**src/design/phi_regs.svh**
```systemverilog
// Constants for the pipeline hazard interlock: stage timing, register fields.
// Assumes inclusion by the package and the design modules only.
// How it works
// RQ1 - Five stages IF ID EX MEM WB, one clock each unless a hazard stalls.
// RQ2 - Four-byte branch target at address bit1 set, bit0 clear, fetches twice.
// RQ3 - Branch causing misaligned-target double fetch takes four execution clocks in total.
// RQ4 - Two-byte targets or word-aligned four-byte targets have no double fetch.
// RQ5 - Load data read in MEM is written to its register in WB.
// RQ6 - Instruction right after a load using its register holds in ID.
// RQ7 - Load data from MEM forwards to the next instruction's ID same cycle.
// RQ8 - Load with immediately following consumer takes two execution clocks.
// RQ9 - No load-use stall when consumer sits two or more instructions later.
// RQ10 - Halfword multiply writes in WB; immediate consumer is delayed in ID.
// RQ11 - Multiply result forwards from second execute stage to next ID.
// RQ12 - No multiply-use stall when consumer sits two or more later.
// RQ13 - Saved-PC read right after its system write waits in ID.
// RQ14 - That system-register write takes three execution clocks.
// RQ15 - No stall when the saved-PC read is three or more later.
// RQ16 - Fetch and data access use separate paths, never arbitrating.
// RQ17 - ALU results forward from EX to the next instruction's ID.
// RQ18 - Jumps resolve in ID; sequential next fetch discarded, target fetched next.
// RQ19 - Stall only when an in-flight producer destination matches an ID source.
// RQ20 - During an interlock IF holds its instruction and idles flow downstream.
`ifndef PHI_REGS_SVH
`define PHI_REGS_SVH
`define PHI_REG_BITS 5
`define PHI_INSN_BITS 32
`define PHI_ADDR_BITS 32
`define PHI_R0 5'h00
`define PHI_LOAD_STALL 2'h1
`define PHI_MUL_STALL 2'h1
`define PHI_SPC_STALL 2'h2
`define PHI_ADDR_INC2 32'h0000_0002
`define PHI_ADDR_INC4 32'h0000_0004
`define PHI_NOP_INSN 32'h0000_0000
`endif

```
**src/design/phi_pkg.sv**
```systemverilog
// Types shared by the pipeline hazard interlock modules.
// Assumes phi_regs.svh is on the include path.
`include "phi_regs.svh"
package phi_pkg;
   // Operation class decoded by the core's decoder
   typedef enum logic [2:0] {
      phi_op_alu = 3'h0,
      phi_op_load = 3'h1,
      phi_op_mul = 3'h2,
      phi_op_sys_wr = 3'h3,
      phi_op_sys_rd = 3'h4,
      phi_op_jump = 3'h5,
      phi_op_nop = 3'h6
   } phi_op_type;
   // Which saved-PC register a system access names
   typedef enum logic [1:0] {
      phi_spc_none = 2'h0,
      phi_spc_interrupt_saved_pc = 2'h1,
      phi_spc_fatal_exception_saved_pc = 2'h2
   } phi_spc_type;
   // Decoded facts about the instruction in ID
   typedef struct packed {
      logic valid;
      phi_op_type op;
      logic [4:0] dst;
      logic [4:0] src_a;
      logic [4:0] src_b;
      phi_spc_type spc;
      logic [31:0] target;
   } phi_dec_type;
   // One in-flight stage record
   typedef struct packed {
      logic valid;
      phi_op_type op;
      logic [4:0] dst;
      phi_spc_type spc;
   } phi_stage_type;
   // Forwarding selects for one operand
   typedef enum logic [3:0] {
      phi_fwd_file = 4'b0001,
      phi_fwd_ex = 4'b0010,
      phi_fwd_mem = 4'b0100,
      phi_fwd_second_execute_stage = 4'b1000
   } phi_fwd_type;
endpackage : phi_pkg

```
**src/design/phi_fetch.sv**
```systemverilog
// Fetch unit: sequential fetch, redirect and misaligned-target double fetch.
// Assumes an instruction memory that answers each word fetch within the cycle
// that presents its address, so a word is taken at the edge that ends it.
`timescale 1ns/100ps
`default_nettype none
`include "phi_regs.svh"
module phi_fetch
   import phi_pkg::*;
(
   // Clock and reset
   input wire logic clk_sys,
   input wire logic srst,
   // Control from the interlock
   input wire logic hold,
   input wire logic redirect,
   input wire logic [31:0] redirect_addr,
   input wire logic target_is_long,
   // Instruction memory path
   output logic [31:0] imem_addr,
   output logic imem_req,
   input wire logic [31:0] imem_data,
   // Towards decode
   output logic [31:0] fetch_insn,
   output logic fetch_valid,
   output logic fetch_busy
);
   // Fetch states, one-hot
   typedef enum logic [2:0] {
      phi_fs_seq = 3'b001,
      phi_fs_first_misaligned_fetch = 3'b010,
      phi_fs_second_misaligned_fetch = 3'b100
   } phi_fstate_type;

   phi_fstate_type state;
   logic [15:0] low_half;
   logic misaligned;

   // A long target sitting at bit1 set, bit0 clear straddles two words
   assign misaligned = redirect && target_is_long && redirect_addr[1] && !redirect_addr[0]; // RQ2 RQ4

   // ----------------------------------------
   // Fetch sequencing
   // ----------------------------------------
   always_ff @(posedge clk_sys) begin
      if (srst) begin
         state <= phi_fs_seq;
         imem_addr <= 32'h0000_0000;
         imem_req <= 1'b0;
         fetch_valid <= 1'b0;
         fetch_insn <= `PHI_NOP_INSN;
         low_half <= 16'h0000;
      end else begin
         imem_req <= 1'b1; // RQ16
         case (state)
            phi_fs_seq: begin
               if (redirect) begin
                  // Sequential word already fetched is dropped
                  fetch_valid <= 1'b0; // RQ18
                  imem_addr <= redirect_addr;
                  state <= misaligned ? phi_fs_first_misaligned_fetch : phi_fs_seq; // RQ2
               end else if (!hold && imem_req) begin
                  // No word is taken before the first request stands
                  fetch_insn <= imem_data;
                  fetch_valid <= 1'b1;
                  imem_addr <= imem_addr + `PHI_ADDR_INC4;
               end
               // On hold the fetched word stays put
            end
            phi_fs_first_misaligned_fetch: begin
               low_half <= imem_data[31:16]; // RQ2
               imem_addr <= imem_addr + `PHI_ADDR_INC2;
               fetch_valid <= 1'b0;
               state <= phi_fs_second_misaligned_fetch;
            end
            phi_fs_second_misaligned_fetch: begin
               fetch_insn <= {imem_data[15:0], low_half}; // RQ2 RQ3
               fetch_valid <= 1'b1;
               imem_addr <= imem_addr + `PHI_ADDR_INC4;
               state <= phi_fs_seq;
            end
            default: begin
               state <= phi_fs_seq;
            end
         endcase
      end
   end

   // Busy while the two-cycle assembly runs
   always_ff @(posedge clk_sys) begin
      if (srst) begin
         fetch_busy <= 1'b0;
      end else begin
         fetch_busy <= misaligned || (state == phi_fs_first_misaligned_fetch);
      end
   end
endmodule : phi_fetch
`default_nettype wire

```
**src/design/phi_interlock.sv**
```systemverilog
// Hazard detection, interlock and forwarding control for a five-stage pipe.
// Assumes the decoder supplies the ID instruction's facts each cycle and that
// the datapath applies the forwarding selects to its operand muxes.
`timescale 1ns/100ps
`default_nettype none
`include "phi_regs.svh"
module phi_interlock
   import phi_pkg::*;
(
   // Clock and reset
   input wire logic clk_sys,
   input wire logic srst,
   // Decoded instruction in ID
   input wire phi_dec_type id_dec,
   input wire logic target_is_long,
   // Instruction memory path
   output logic [31:0] imem_addr,
   output logic imem_req,
   input wire logic [31:0] imem_data,
   // Data memory path, independent of fetch
   input wire logic dmem_ready,
   // Towards datapath
   output logic [31:0] id_insn,
   output logic id_insn_valid,
   output logic id_stall,
   output logic issue_bubble,
   output phi_fwd_type fwd_a,
   output phi_fwd_type fwd_b,
   output logic wb_load_write,
   output logic [4:0] wb_dst,
   output logic wb_write
);
   // ----------------------------------------
   // In-flight stage records
   // ----------------------------------------
   phi_stage_type ex_stage;
   phi_stage_type mem_stage;
   logic [31:0] fetch_insn;
   logic fetch_valid;
   logic fetch_busy;
   logic redirect;
   logic hazard;
   logic spc_wait;
   logic [1:0] spc_count;
   logic issue;
   logic load_hit;
   logic mul_hit;
   logic spc_hit;
   phi_fwd_type next_fwd_a;
   phi_fwd_type next_fwd_b;

   // Producer of a general register, r0 never carries a dependency
   function automatic logic reg_hit(input phi_stage_type s, input logic [4:0] r);
      reg_hit = s.valid && (s.dst == r) && (r != `PHI_R0); // RQ19
   endfunction : reg_hit

   // Load and multiply both deliver one stage late: only the immediate
   // consumer, which sees the producer in EX, must wait one cycle.
   assign load_hit = id_dec.valid && ex_stage.op == phi_op_load
      && (reg_hit(ex_stage, id_dec.src_a) || reg_hit(ex_stage, id_dec.src_b)); // RQ6 RQ9 RQ19
   assign mul_hit = id_dec.valid && ex_stage.op == phi_op_mul
      && (reg_hit(ex_stage, id_dec.src_a) || reg_hit(ex_stage, id_dec.src_b)); // RQ10 RQ12 RQ19
   // Saved-PC write completes late, so a direct follower reading that saved PC waits two cycles
   assign spc_hit = id_dec.valid && id_dec.op == phi_op_sys_rd && id_dec.spc != phi_spc_none
      && ex_stage.valid && ex_stage.op == phi_op_sys_wr && ex_stage.spc == id_dec.spc; // RQ13 RQ15 RQ19
   assign spc_wait = spc_count != 2'h0;
   assign hazard = load_hit || mul_hit || spc_hit || spc_wait;
   assign redirect = id_dec.valid && id_dec.op == phi_op_jump && !hazard && fetch_valid; // RQ18
   assign issue = fetch_valid && !hazard && !fetch_busy;

   // ----------------------------------------
   // Fetch unit
   // ----------------------------------------
   phi_fetch u_fetch (
      .clk_sys(clk_sys),
      .srst(srst),
      .hold(hazard),
      .redirect(redirect),
      .redirect_addr(id_dec.target),
      .target_is_long(target_is_long),
      .imem_addr(imem_addr),
      .imem_req(imem_req),
      .imem_data(imem_data),
      .fetch_insn(fetch_insn),
      .fetch_valid(fetch_valid),
      .fetch_busy(fetch_busy)
   );

   // Saved-PC wait counter: stall of two cycles gives the write three clocks
   always_ff @(posedge clk_sys) begin
      if (srst) begin
         spc_count <= 2'h0;
      end else if (spc_hit && !spc_wait) begin
         spc_count <= `PHI_SPC_STALL - 2'h1; // RQ14
      end else if (spc_wait) begin
         spc_count <= spc_count - 2'h1;
      end
   end

   // ----------------------------------------
   // Stage advance; a bubble enters EX while ID waits
   // ----------------------------------------
   always_ff @(posedge clk_sys) begin
      if (srst) begin
         ex_stage <= '0;
         mem_stage <= '0;
      end else begin
         // Memory side never waits on fetch
         if (dmem_ready) begin // RQ16
            mem_stage <= ex_stage; // RQ1
            if (hazard || !id_dec.valid || id_dec.op == phi_op_jump) begin
               ex_stage <= '0; // RQ20
            end else begin
               ex_stage <= '{valid: 1'b1, op: id_dec.op, dst: id_dec.dst, spc: id_dec.spc};
            end
         end
      end
   end

   // Forwarding select for one source: nearest producer wins
   function automatic phi_fwd_type pick(input logic [4:0] r);
      if (reg_hit(ex_stage, r) && ex_stage.op == phi_op_alu) begin
         pick = phi_fwd_ex; // RQ17
      end else if (reg_hit(mem_stage, r) && mem_stage.op == phi_op_load) begin
         pick = phi_fwd_mem; // RQ7
      end else if (reg_hit(mem_stage, r) && mem_stage.op == phi_op_mul) begin
         pick = phi_fwd_second_execute_stage; // RQ11
      end else if (reg_hit(mem_stage, r) && mem_stage.op == phi_op_alu) begin
         pick = phi_fwd_mem;
      end else begin
         pick = phi_fwd_file;
      end
   endfunction : pick

   always_comb begin
      next_fwd_a = pick(id_dec.src_a);
      next_fwd_b = pick(id_dec.src_b);
   end

   // ----------------------------------------
   // Registered outputs
   // ----------------------------------------
   always_ff @(posedge clk_sys) begin
      if (srst) begin
         fwd_a <= phi_fwd_file;
         fwd_b <= phi_fwd_file;
         id_stall <= 1'b0;
         issue_bubble <= 1'b0;
         id_insn <= `PHI_NOP_INSN;
         id_insn_valid <= 1'b0;
      end else begin
         fwd_a <= next_fwd_a;
         fwd_b <= next_fwd_b;
         id_stall <= hazard; // RQ6 RQ8 RQ10 RQ13
         issue_bubble <= hazard || fetch_busy; // RQ3 RQ20
         id_insn <= fetch_insn;
         id_insn_valid <= issue;
      end
   end

   // Writeback strobes; load data lands in WB
   // Strobes fire only on the edge a record leaves MEM: a frozen data path
   // would otherwise write the same register once per waiting cycle.
   always_ff @(posedge clk_sys) begin
      if (srst) begin
         wb_load_write <= 1'b0;
         wb_dst <= `PHI_R0;
         wb_write <= 1'b0;
      end else begin
         wb_load_write <= dmem_ready && mem_stage.valid && mem_stage.op == phi_op_load; // RQ5
         wb_dst <= mem_stage.dst;
         wb_write <= dmem_ready && mem_stage.valid && (mem_stage.op == phi_op_load
            || mem_stage.op == phi_op_mul || mem_stage.op == phi_op_alu); // RQ10
      end
   end
endmodule : phi_interlock
`default_nettype wire

```
**config.mk**
```make
export PLATFORM = sky130hd
export DESIGN_NAME = phi_interlock
export DESIGN_NICKNAME = d
export VERILOG_FILES = /design/src/design/phi_pkg.sv /design/src/design/phi_fetch.sv /design/src/design/phi_interlock.sv
export VERILOG_INCLUDE_DIRS = /design/src /design/src/design
export SDC_FILE = /design/constraint.sdc
export NUM_CORES = 1
export LEC_CHECK = 0
export ABC_AREA = 1
export BUFFER_PORTS_ARGS = -buffer_cell sky130_fd_sc_hd__buf_2
export CAP_MARGIN = 10
export CORE_AREA = 4 4 147 149
export CTS_BUF_LIST = sky130_fd_sc_hd__clkbuf_16
export DETAILED_ROUTE_END_ITERATION = 12
export DIE_AREA = 0 0 151 153
export HOLD_SLACK_MARGIN = 0.02
export SYNTH_ARGS = -nofsm -noshare
export SYNTH_HDL_FRONTEND = slang
export SYNTH_HIERARCHICAL = 1
export SYNTH_SLANG_ARGS = --single-unit
```
**constraint.sdc**
```tcl
create_clock -name clk_sys -period 5.5 [get_ports clk_sys]
set_input_delay 0.825 -clock clk_sys [delete_from_list [all_inputs] [get_ports clk_sys]]
set_output_delay 0.825 -clock clk_sys [all_outputs]
set_load 0.02 [all_outputs]
```
### After elaboration in Yosys (flattened, before gate mapping)

Index checks and enable logic that the tools add are counted.

* register bits: 158
* word-level logic and storage cells: 144
* bits of input ports: 89
* output and inout port bits: 83

* equality and inequality tests: 19
* muxes and demuxes: 24
* reduce and logical (&&, ||, !) cells: 69
* add/subtract/negate cells: 3

Operators with widths (count)
* 32-bit two-way mux: 4
* 32-bit one-hot mux with 3 select lines: 1
* 32-bit one-hot mux with 2 select lines: 1
* 1-bit logical AND: 38
* 32-bit by 2-bit adder with 32-bit output (second input constant): 1
* 32-bit by 3-bit adder with 32-bit output (second input constant): 1
* 5-bit equality test: 4
* 3-bit two-way mux: 5
* 3-bit by 2-bit equality test with 1-bit output (second input constant): 4
* 11-bit two-way mux: 1
* 1-bit logical OR: 10
* 5-bit nonzero test: 2
* 3-bit by 1-bit equality test with 1-bit output (second input constant): 3
* 3-bit equality test (second input constant): 3
* 4-bit two-way mux: 2
* 2-bit nonzero test: 4
* 3-bit zero test: 2
* 2-bit two-way mux: 3
* 3-bit one-hot mux with 2 select lines: 1
* 2-bit OR reduction: 3
* 3-bit OR reduction: 2
* 1-bit zero test: 5
* 1-bit two-way mux: 5
* 2-bit by 1-bit inequality test with 1-bit output (second input constant): 2
* other kinds (8): 8

### Longest topological paths before layout

* depth in word-level cells: 17
* mapped depth: 22
* mapped depth without buffers: 20

### Hierarchy

Netlist, hierarchy kept.

Modules (own cells, without submodules)
* phi_fetch: cells an instance 842, instances 1, sequential area each 1721.7 sq um, area each 5190.0 sq um
* phi_interlock: cells an instance 379, instances 1, sequential area each 1441.4 sq um, area each 2767.7 sq um

### Worst setup path after synthesis

OpenSTA, ideal clock, no wires.

* kind: input-to-reg
* from: input port id_dec[35] (netlist name)
* to: register u_fetch.imem_addr[16]
* arrival time: 2.680 ns
* library setup time: 0.116 ns
* setup slack: 2.703 ns
* stages: 20
* data required time: 5.384 ns
* cell sequence: inv_1 > nand2_1 > nor2_2 > nor2_1 > nand2_1 > nand2_1 > nand2_2 > nand2_1 > inv_1 > nand2_1 > nor2_1 > clkbuf_1 > o21ai_0 > nand2_2 > inv_2 > buf_4 > a21oi_1 > nand3_1 > o211ai_1 > inv_1

* longest elaborated chain between the ends: 13
* elaborated cells on any way between the ends: 18
* classes of those cells: eq/ne (2); mux (2); reduce/logical (14)

RTL lines
* start: declaration: RTL line phi_interlock.sv:14 `input wire phi_dec_type id_dec,`
* 5-bit equality test: RTL line phi_interlock.sv:54 `` reg_hit = s.valid && (s.dst == r) && (r != `PHI_R0); ``
* 1-bit logical AND: RTL line phi_interlock.sv:54
* 1-bit logical AND *: RTL line phi_interlock.sv:54
* 1-bit logical OR *: RTL line phi_interlock.sv:60, phi_interlock.sv:62
* 1-bit logical AND (on tied branches): RTL line phi_interlock.sv:60, phi_interlock.sv:62
* 1-bit logical OR * (3 in series): RTL line phi_interlock.sv:67 `assign hazard = load_hit || mul_hit || spc_hit || spc_wait;`
* named net hazard: RTL line phi_interlock.sv:42 `logic hazard;`
* 1-bit zero test *: RTL line phi_interlock.sv:68 `assign redirect = id_dec.valid && id_dec.op == phi_op_jump && !hazard && fetch_valid;`
* 1-bit logical AND * (2 in series): RTL line phi_interlock.sv:68
* named net redirect: RTL line phi_interlock.sv:41 `logic redirect;`
* 32-bit two-way mux or 3-bit by 1-bit inequality test with 1-bit output (tied branches)
* 32-bit one-hot mux with 3 select lines or 2-bit AND reduction (tied branches)
* end signal: assignment: RTL line phi_fetch.sv:59 `imem_addr <= redirect_addr;`
* end signal: assignment: RTL line phi_fetch.sv:65 `` imem_addr <= imem_addr + `PHI_ADDR_INC4; ``
* end signal: assignment: RTL line phi_fetch.sv:71 `` imem_addr <= imem_addr + `PHI_ADDR_INC2; ``
* end: declaration: RTL line phi_fetch.sv:19 `output logic [31:0] imem_addr,`

The timed path passes the listed nets; every way through them passes the cells marked *.
A chain may end at the register's enable or synchronous reset.

### Worst setup path after layout

* from: input port id_dec[35] (netlist name)
* to: register u_fetch.imem_addr[10]

The elaborated chain is that of the path after synthesis.

==> results <==
- The run finished with clean final reports.
- From left edge to right edge, the die measures 151 um.
- After detailed routing, the number of remaining DRC violations is 0.
- The number of cells traversed by the worst register-to-register path is 17.
- The HPWL after detailed placement is 16,880 um.
- Summing every instance area after synthesis gives 7958 um2.
- The post-cts sizing count is 0.
- The type of the setup path with the least slack is in -> reg.
- After routing, the total negative slack on setup checks comes to 0 ns.
- The startpoint of the tightest hold check path is u_fetch/fetch_insn[1].
- The fmax is 272.3 MHz.
- The share of layout cells above drive strength 1 is 0.1810.
- The sequential-to-total area share from yosys stat is 0.3975.
- The I/O pin total is 172.
- After clock tree synthesis, the clock-pin slew on the worst setup and hold paths is 0.07 ns.
- In the synthesized netlist, the number of instances is 1,221.
- The biggest area consumer among synthesized cells is dfxtp_1.
- Yosys attributes the largest share of cell area to dfxtp_1 40%, nand2_1 15%, nor2_1 8.8%, inv_1 6.2%, o21ai_0 5.7%.
- Counting along the longest clock path gives a buffer depth of 2.
- The final max-slew violation count is 0.
- The type of origin of the critical path is an input port.
- In the layout the commonest cells are 314 x nand2_1, 187 x nor2_1, 171 x buf_2, 158 x dfxtp_1, 131 x inv_1.
- The global-route wire length before repair is 38,650 um.
- The clock reaches the later pin of the worst-skew pair after 0.42 ns.
- The repair_antennas step left the layout with diodes totalling 0.
- The fraction of post-synthesis cell area in the top cell type by area is 0.3975.
- The depth of the CTS H-tree is 4.
- The hold buffer count at cts is 0.
- In this run the critical register-to-register path is captured at u_fetch/imem_addr[10].
- The busiest layer in global routing is met2.
- The clock drives 158 sinks.
- For this design the ratio of total power to cell area is 381.3 nW/um2.
- Setup repair after global routing left no endpoint under its margin.
- The share of the clock period used by the worst path is 0.6678.
- The final-stage net count is 1,456.
- The fraction of synthesis flops using an asynchronous set or reset pin is 0.
- The library cell used most frequently in the layout, excluding fill and tap cells, is nand2_1.
- The global routing met1 resource utilization is 0.2897.
- The worst hold path stage count is 2.
- The number of global-route vias before repair came to 7,569.
- For this run, global-route usage on met2 was measured as 0.3203.
- The number of buffers added on ports is 171.
- The overall overflow remaining after global route is 0.
- TritonCTS built the clock tree.
- The most used flip-flop cell after synthesis is dfxtp_1.
- The minimum period implied by the final worst setup slack is 3.673 ns.
- The clock root buffer master is clkbuf_16.
- The slack of the worst reg-to-reg path is 2.02 ns.
- When the netlist entered floorplanning its net count stood at 1,313.
- The effective utilization at floorplan is 0.3945.
- Buffers inserted during clock tree synthesis total 17.
- The worst clock skew on the final layout is 0.01328 ns.
- Across all hold checks on the routed design, the worst slack comes to 0.4160 ns.
- The number of maximum-capacitance constraint violations is 0.
- From synthesis to final layout, the design area changed by 18.96%.
- The netlist uses 38 different library cells.
- Routability-driven placement finished with a final weighted congestion of 0.9210.
- In the global route stage, overall resource usage came out at 0.2076.
- The path class of the lowest-slack min-delay path is reg -> reg.
- The register bit total from synthesis is 158.
- The peak supply drop is 0.2419 mV.
- Yosys mapped a number of flops with a built-in enable equal to 0.
- The floorplan has 52 rows.
- Of all nets on the critical path, the largest fanout is 24.
- The final wirelength is 24,010 um.
- The core area is 20,170 um2.
- The average instance in the mapped netlist occupies 6.517 um2.
- After detailed routing, the average wire length per cell comes to 14.59 um.
- The leakage dissipation is 4.315 nW.
- For this block, the initial DRC count from the detailed router was 522.
- The die area is 23,100 um2.
- The number of warnings issued by yosys is 6.
- For the worst setup path, the data arrival time is 3.98 ns.
- In the global route stage, met3 resource usage came out at 0.04383.
- The setup-violating endpoint count in the final report is 0.
- The path with the worst hold slack has its endpoint at id_insn[1].
- The critical register-to-register path startpoint is ex_stage[4].
- The initial antenna violation count is 0.
- The slew at the pin with the worst max-slew slack is 1.084 ns.
- The final-report hold violation count is 0.
- The data required time at the worst endpoint is 5.81 ns.
- The post-CTS setup-driven buffer insertion count is 0.
- The count of nets left with antenna violations after detail routing is 0.
- The die is 153 um tall.
- The total iterations of the first detailed-routing run is 5.
- The detailed-route via count is 8,140.
- The largest net degree at the start of global routing is 74.
- The end-of-flow core utilization is 0.4694.
- Measured against its own limit, the worst slew margin works out to 0.2765.
- The vias per cell is 4.945.
- The critical path endpoint category is a flop.
==> power breakdown <==
group	switching [mW]	total, mW	internal (mW)
sequential	0.187	1.52	1.34
combinational	0.646	0.993	0.347
clock	0.507	1.09	0.585
==> flip-flops by register name, summed over array words and instances (netlist names) <==
register,flops
id_insn,32
u_fetch/fetch_insn,32
u_fetch/imem_addr,32
u_fetch/low_half,16
ex_stage,11
mem_stage,9
wb_dst,5
fwd_a,4
fwd_b,4
u_fetch/state,3
spc_count,2
id_insn_valid,1
id_stall,1
issue_bubble,1
u_fetch/fetch_busy,1
u_fetch/fetch_valid,1
u_fetch/imem_req,1
wb_load_write,1
wb_write,1
==> area by class of cell <==
cell class	instances	area, um2
clock buffer	17	425.4
clock inverter	14	108.9
fill	2134	10700
inverter	146	548.0
multi-input combinational	866	3998
sequential	158	3163
tap	270	337.8
timing repair buffer	175	885.9
==> critical path, cell delays in order <==
cell and delay (ns):
buf_2 0.10, inv_1 0.10, nand2_1 0.08, nor2_2 0.12, nor2_1 0.07, nand2_1 0.06
nand2_1 0.08, nand2_2 0.08, nand2_1 0.09, inv_1 0.09, nand2_1 0.05, nor2_1 0.46
inv_1 0.43, nor2_2 0.95, o21ai_0 0.21, o21ai_0 0.12, a21oi_1 0.08
==> per-stage QoR <==
stage | cells | setup WS (ns) | power [mW] | instance area [um2]
floorplan | 1221 | 2.704 | 2.239 | 7958
global placement | 1615 | 1.491 | 2.528 | 8932
detailed placement | 1615 | 1.407 | 2.541 | 8932
CTS | 1646 | 1.867 | 3.639 | 9467
global route | 1646 | 1.401 | 3.848 | 9467
finish | 1646 | 1.827 | 3.610 | 9467
==> cells in the mapped netlist (all sizes together), types with 5 or more instances <==
library cell  instances
nand3                82
dfxtp               158
buf                  26
o21ai               100
nor3                  8
xor2                 13
a31oi                43
nor2                207
inv                 146
or2                   5
a21oi                55
o211ai                5
clkbuf               25
nand2               317
nand4                 9
==> cell families (layout without fill, tap and decap cells) <==
logic type	Yosys count	count (layout)	share of synthesized area
DFF	158	158	0.3975
xor gates and xnor gates	15	15	0.01651
and+or+nand+nor	633	633	0.3338
AOI/OAI and AO/OA	215	215	0.1473
adders and majority gates	3	3	0.004717
buffers and inverters	197	352	0.1002
==> how the worst max path moves through the flow <==
stage | slack [ns] | cells past startpoint | start | to
5_1_grt | 1.40 | 18 | id_dec[35] | u_fetch/imem_addr[9]
4_1_cts | 1.87 | 18 | id_dec[35] | u_fetch/imem_addr[9]
3_5_place_dp | 1.41 | 18 | id_dec[35] | u_fetch/imem_addr[9]
3_3_place_gp | 1.49 | 17 | id_dec[41] | u_fetch/imem_addr[10]
2_1_floorplan | 2.70 | 20 | id_dec[35] | u_fetch/imem_addr[16]
6_report | 1.83 | 17 | id_dec[35] | u_fetch/imem_addr[10]
==> routing by layer <==
layer / routed length [um] / part of all wire
met1: 11370 / 0.47
met2: 10640 / 0.44
met3: 1557 / 0.065
met4: 445 / 0.019
met5: 0 / 0
Power figures use the tool's default switching activity.
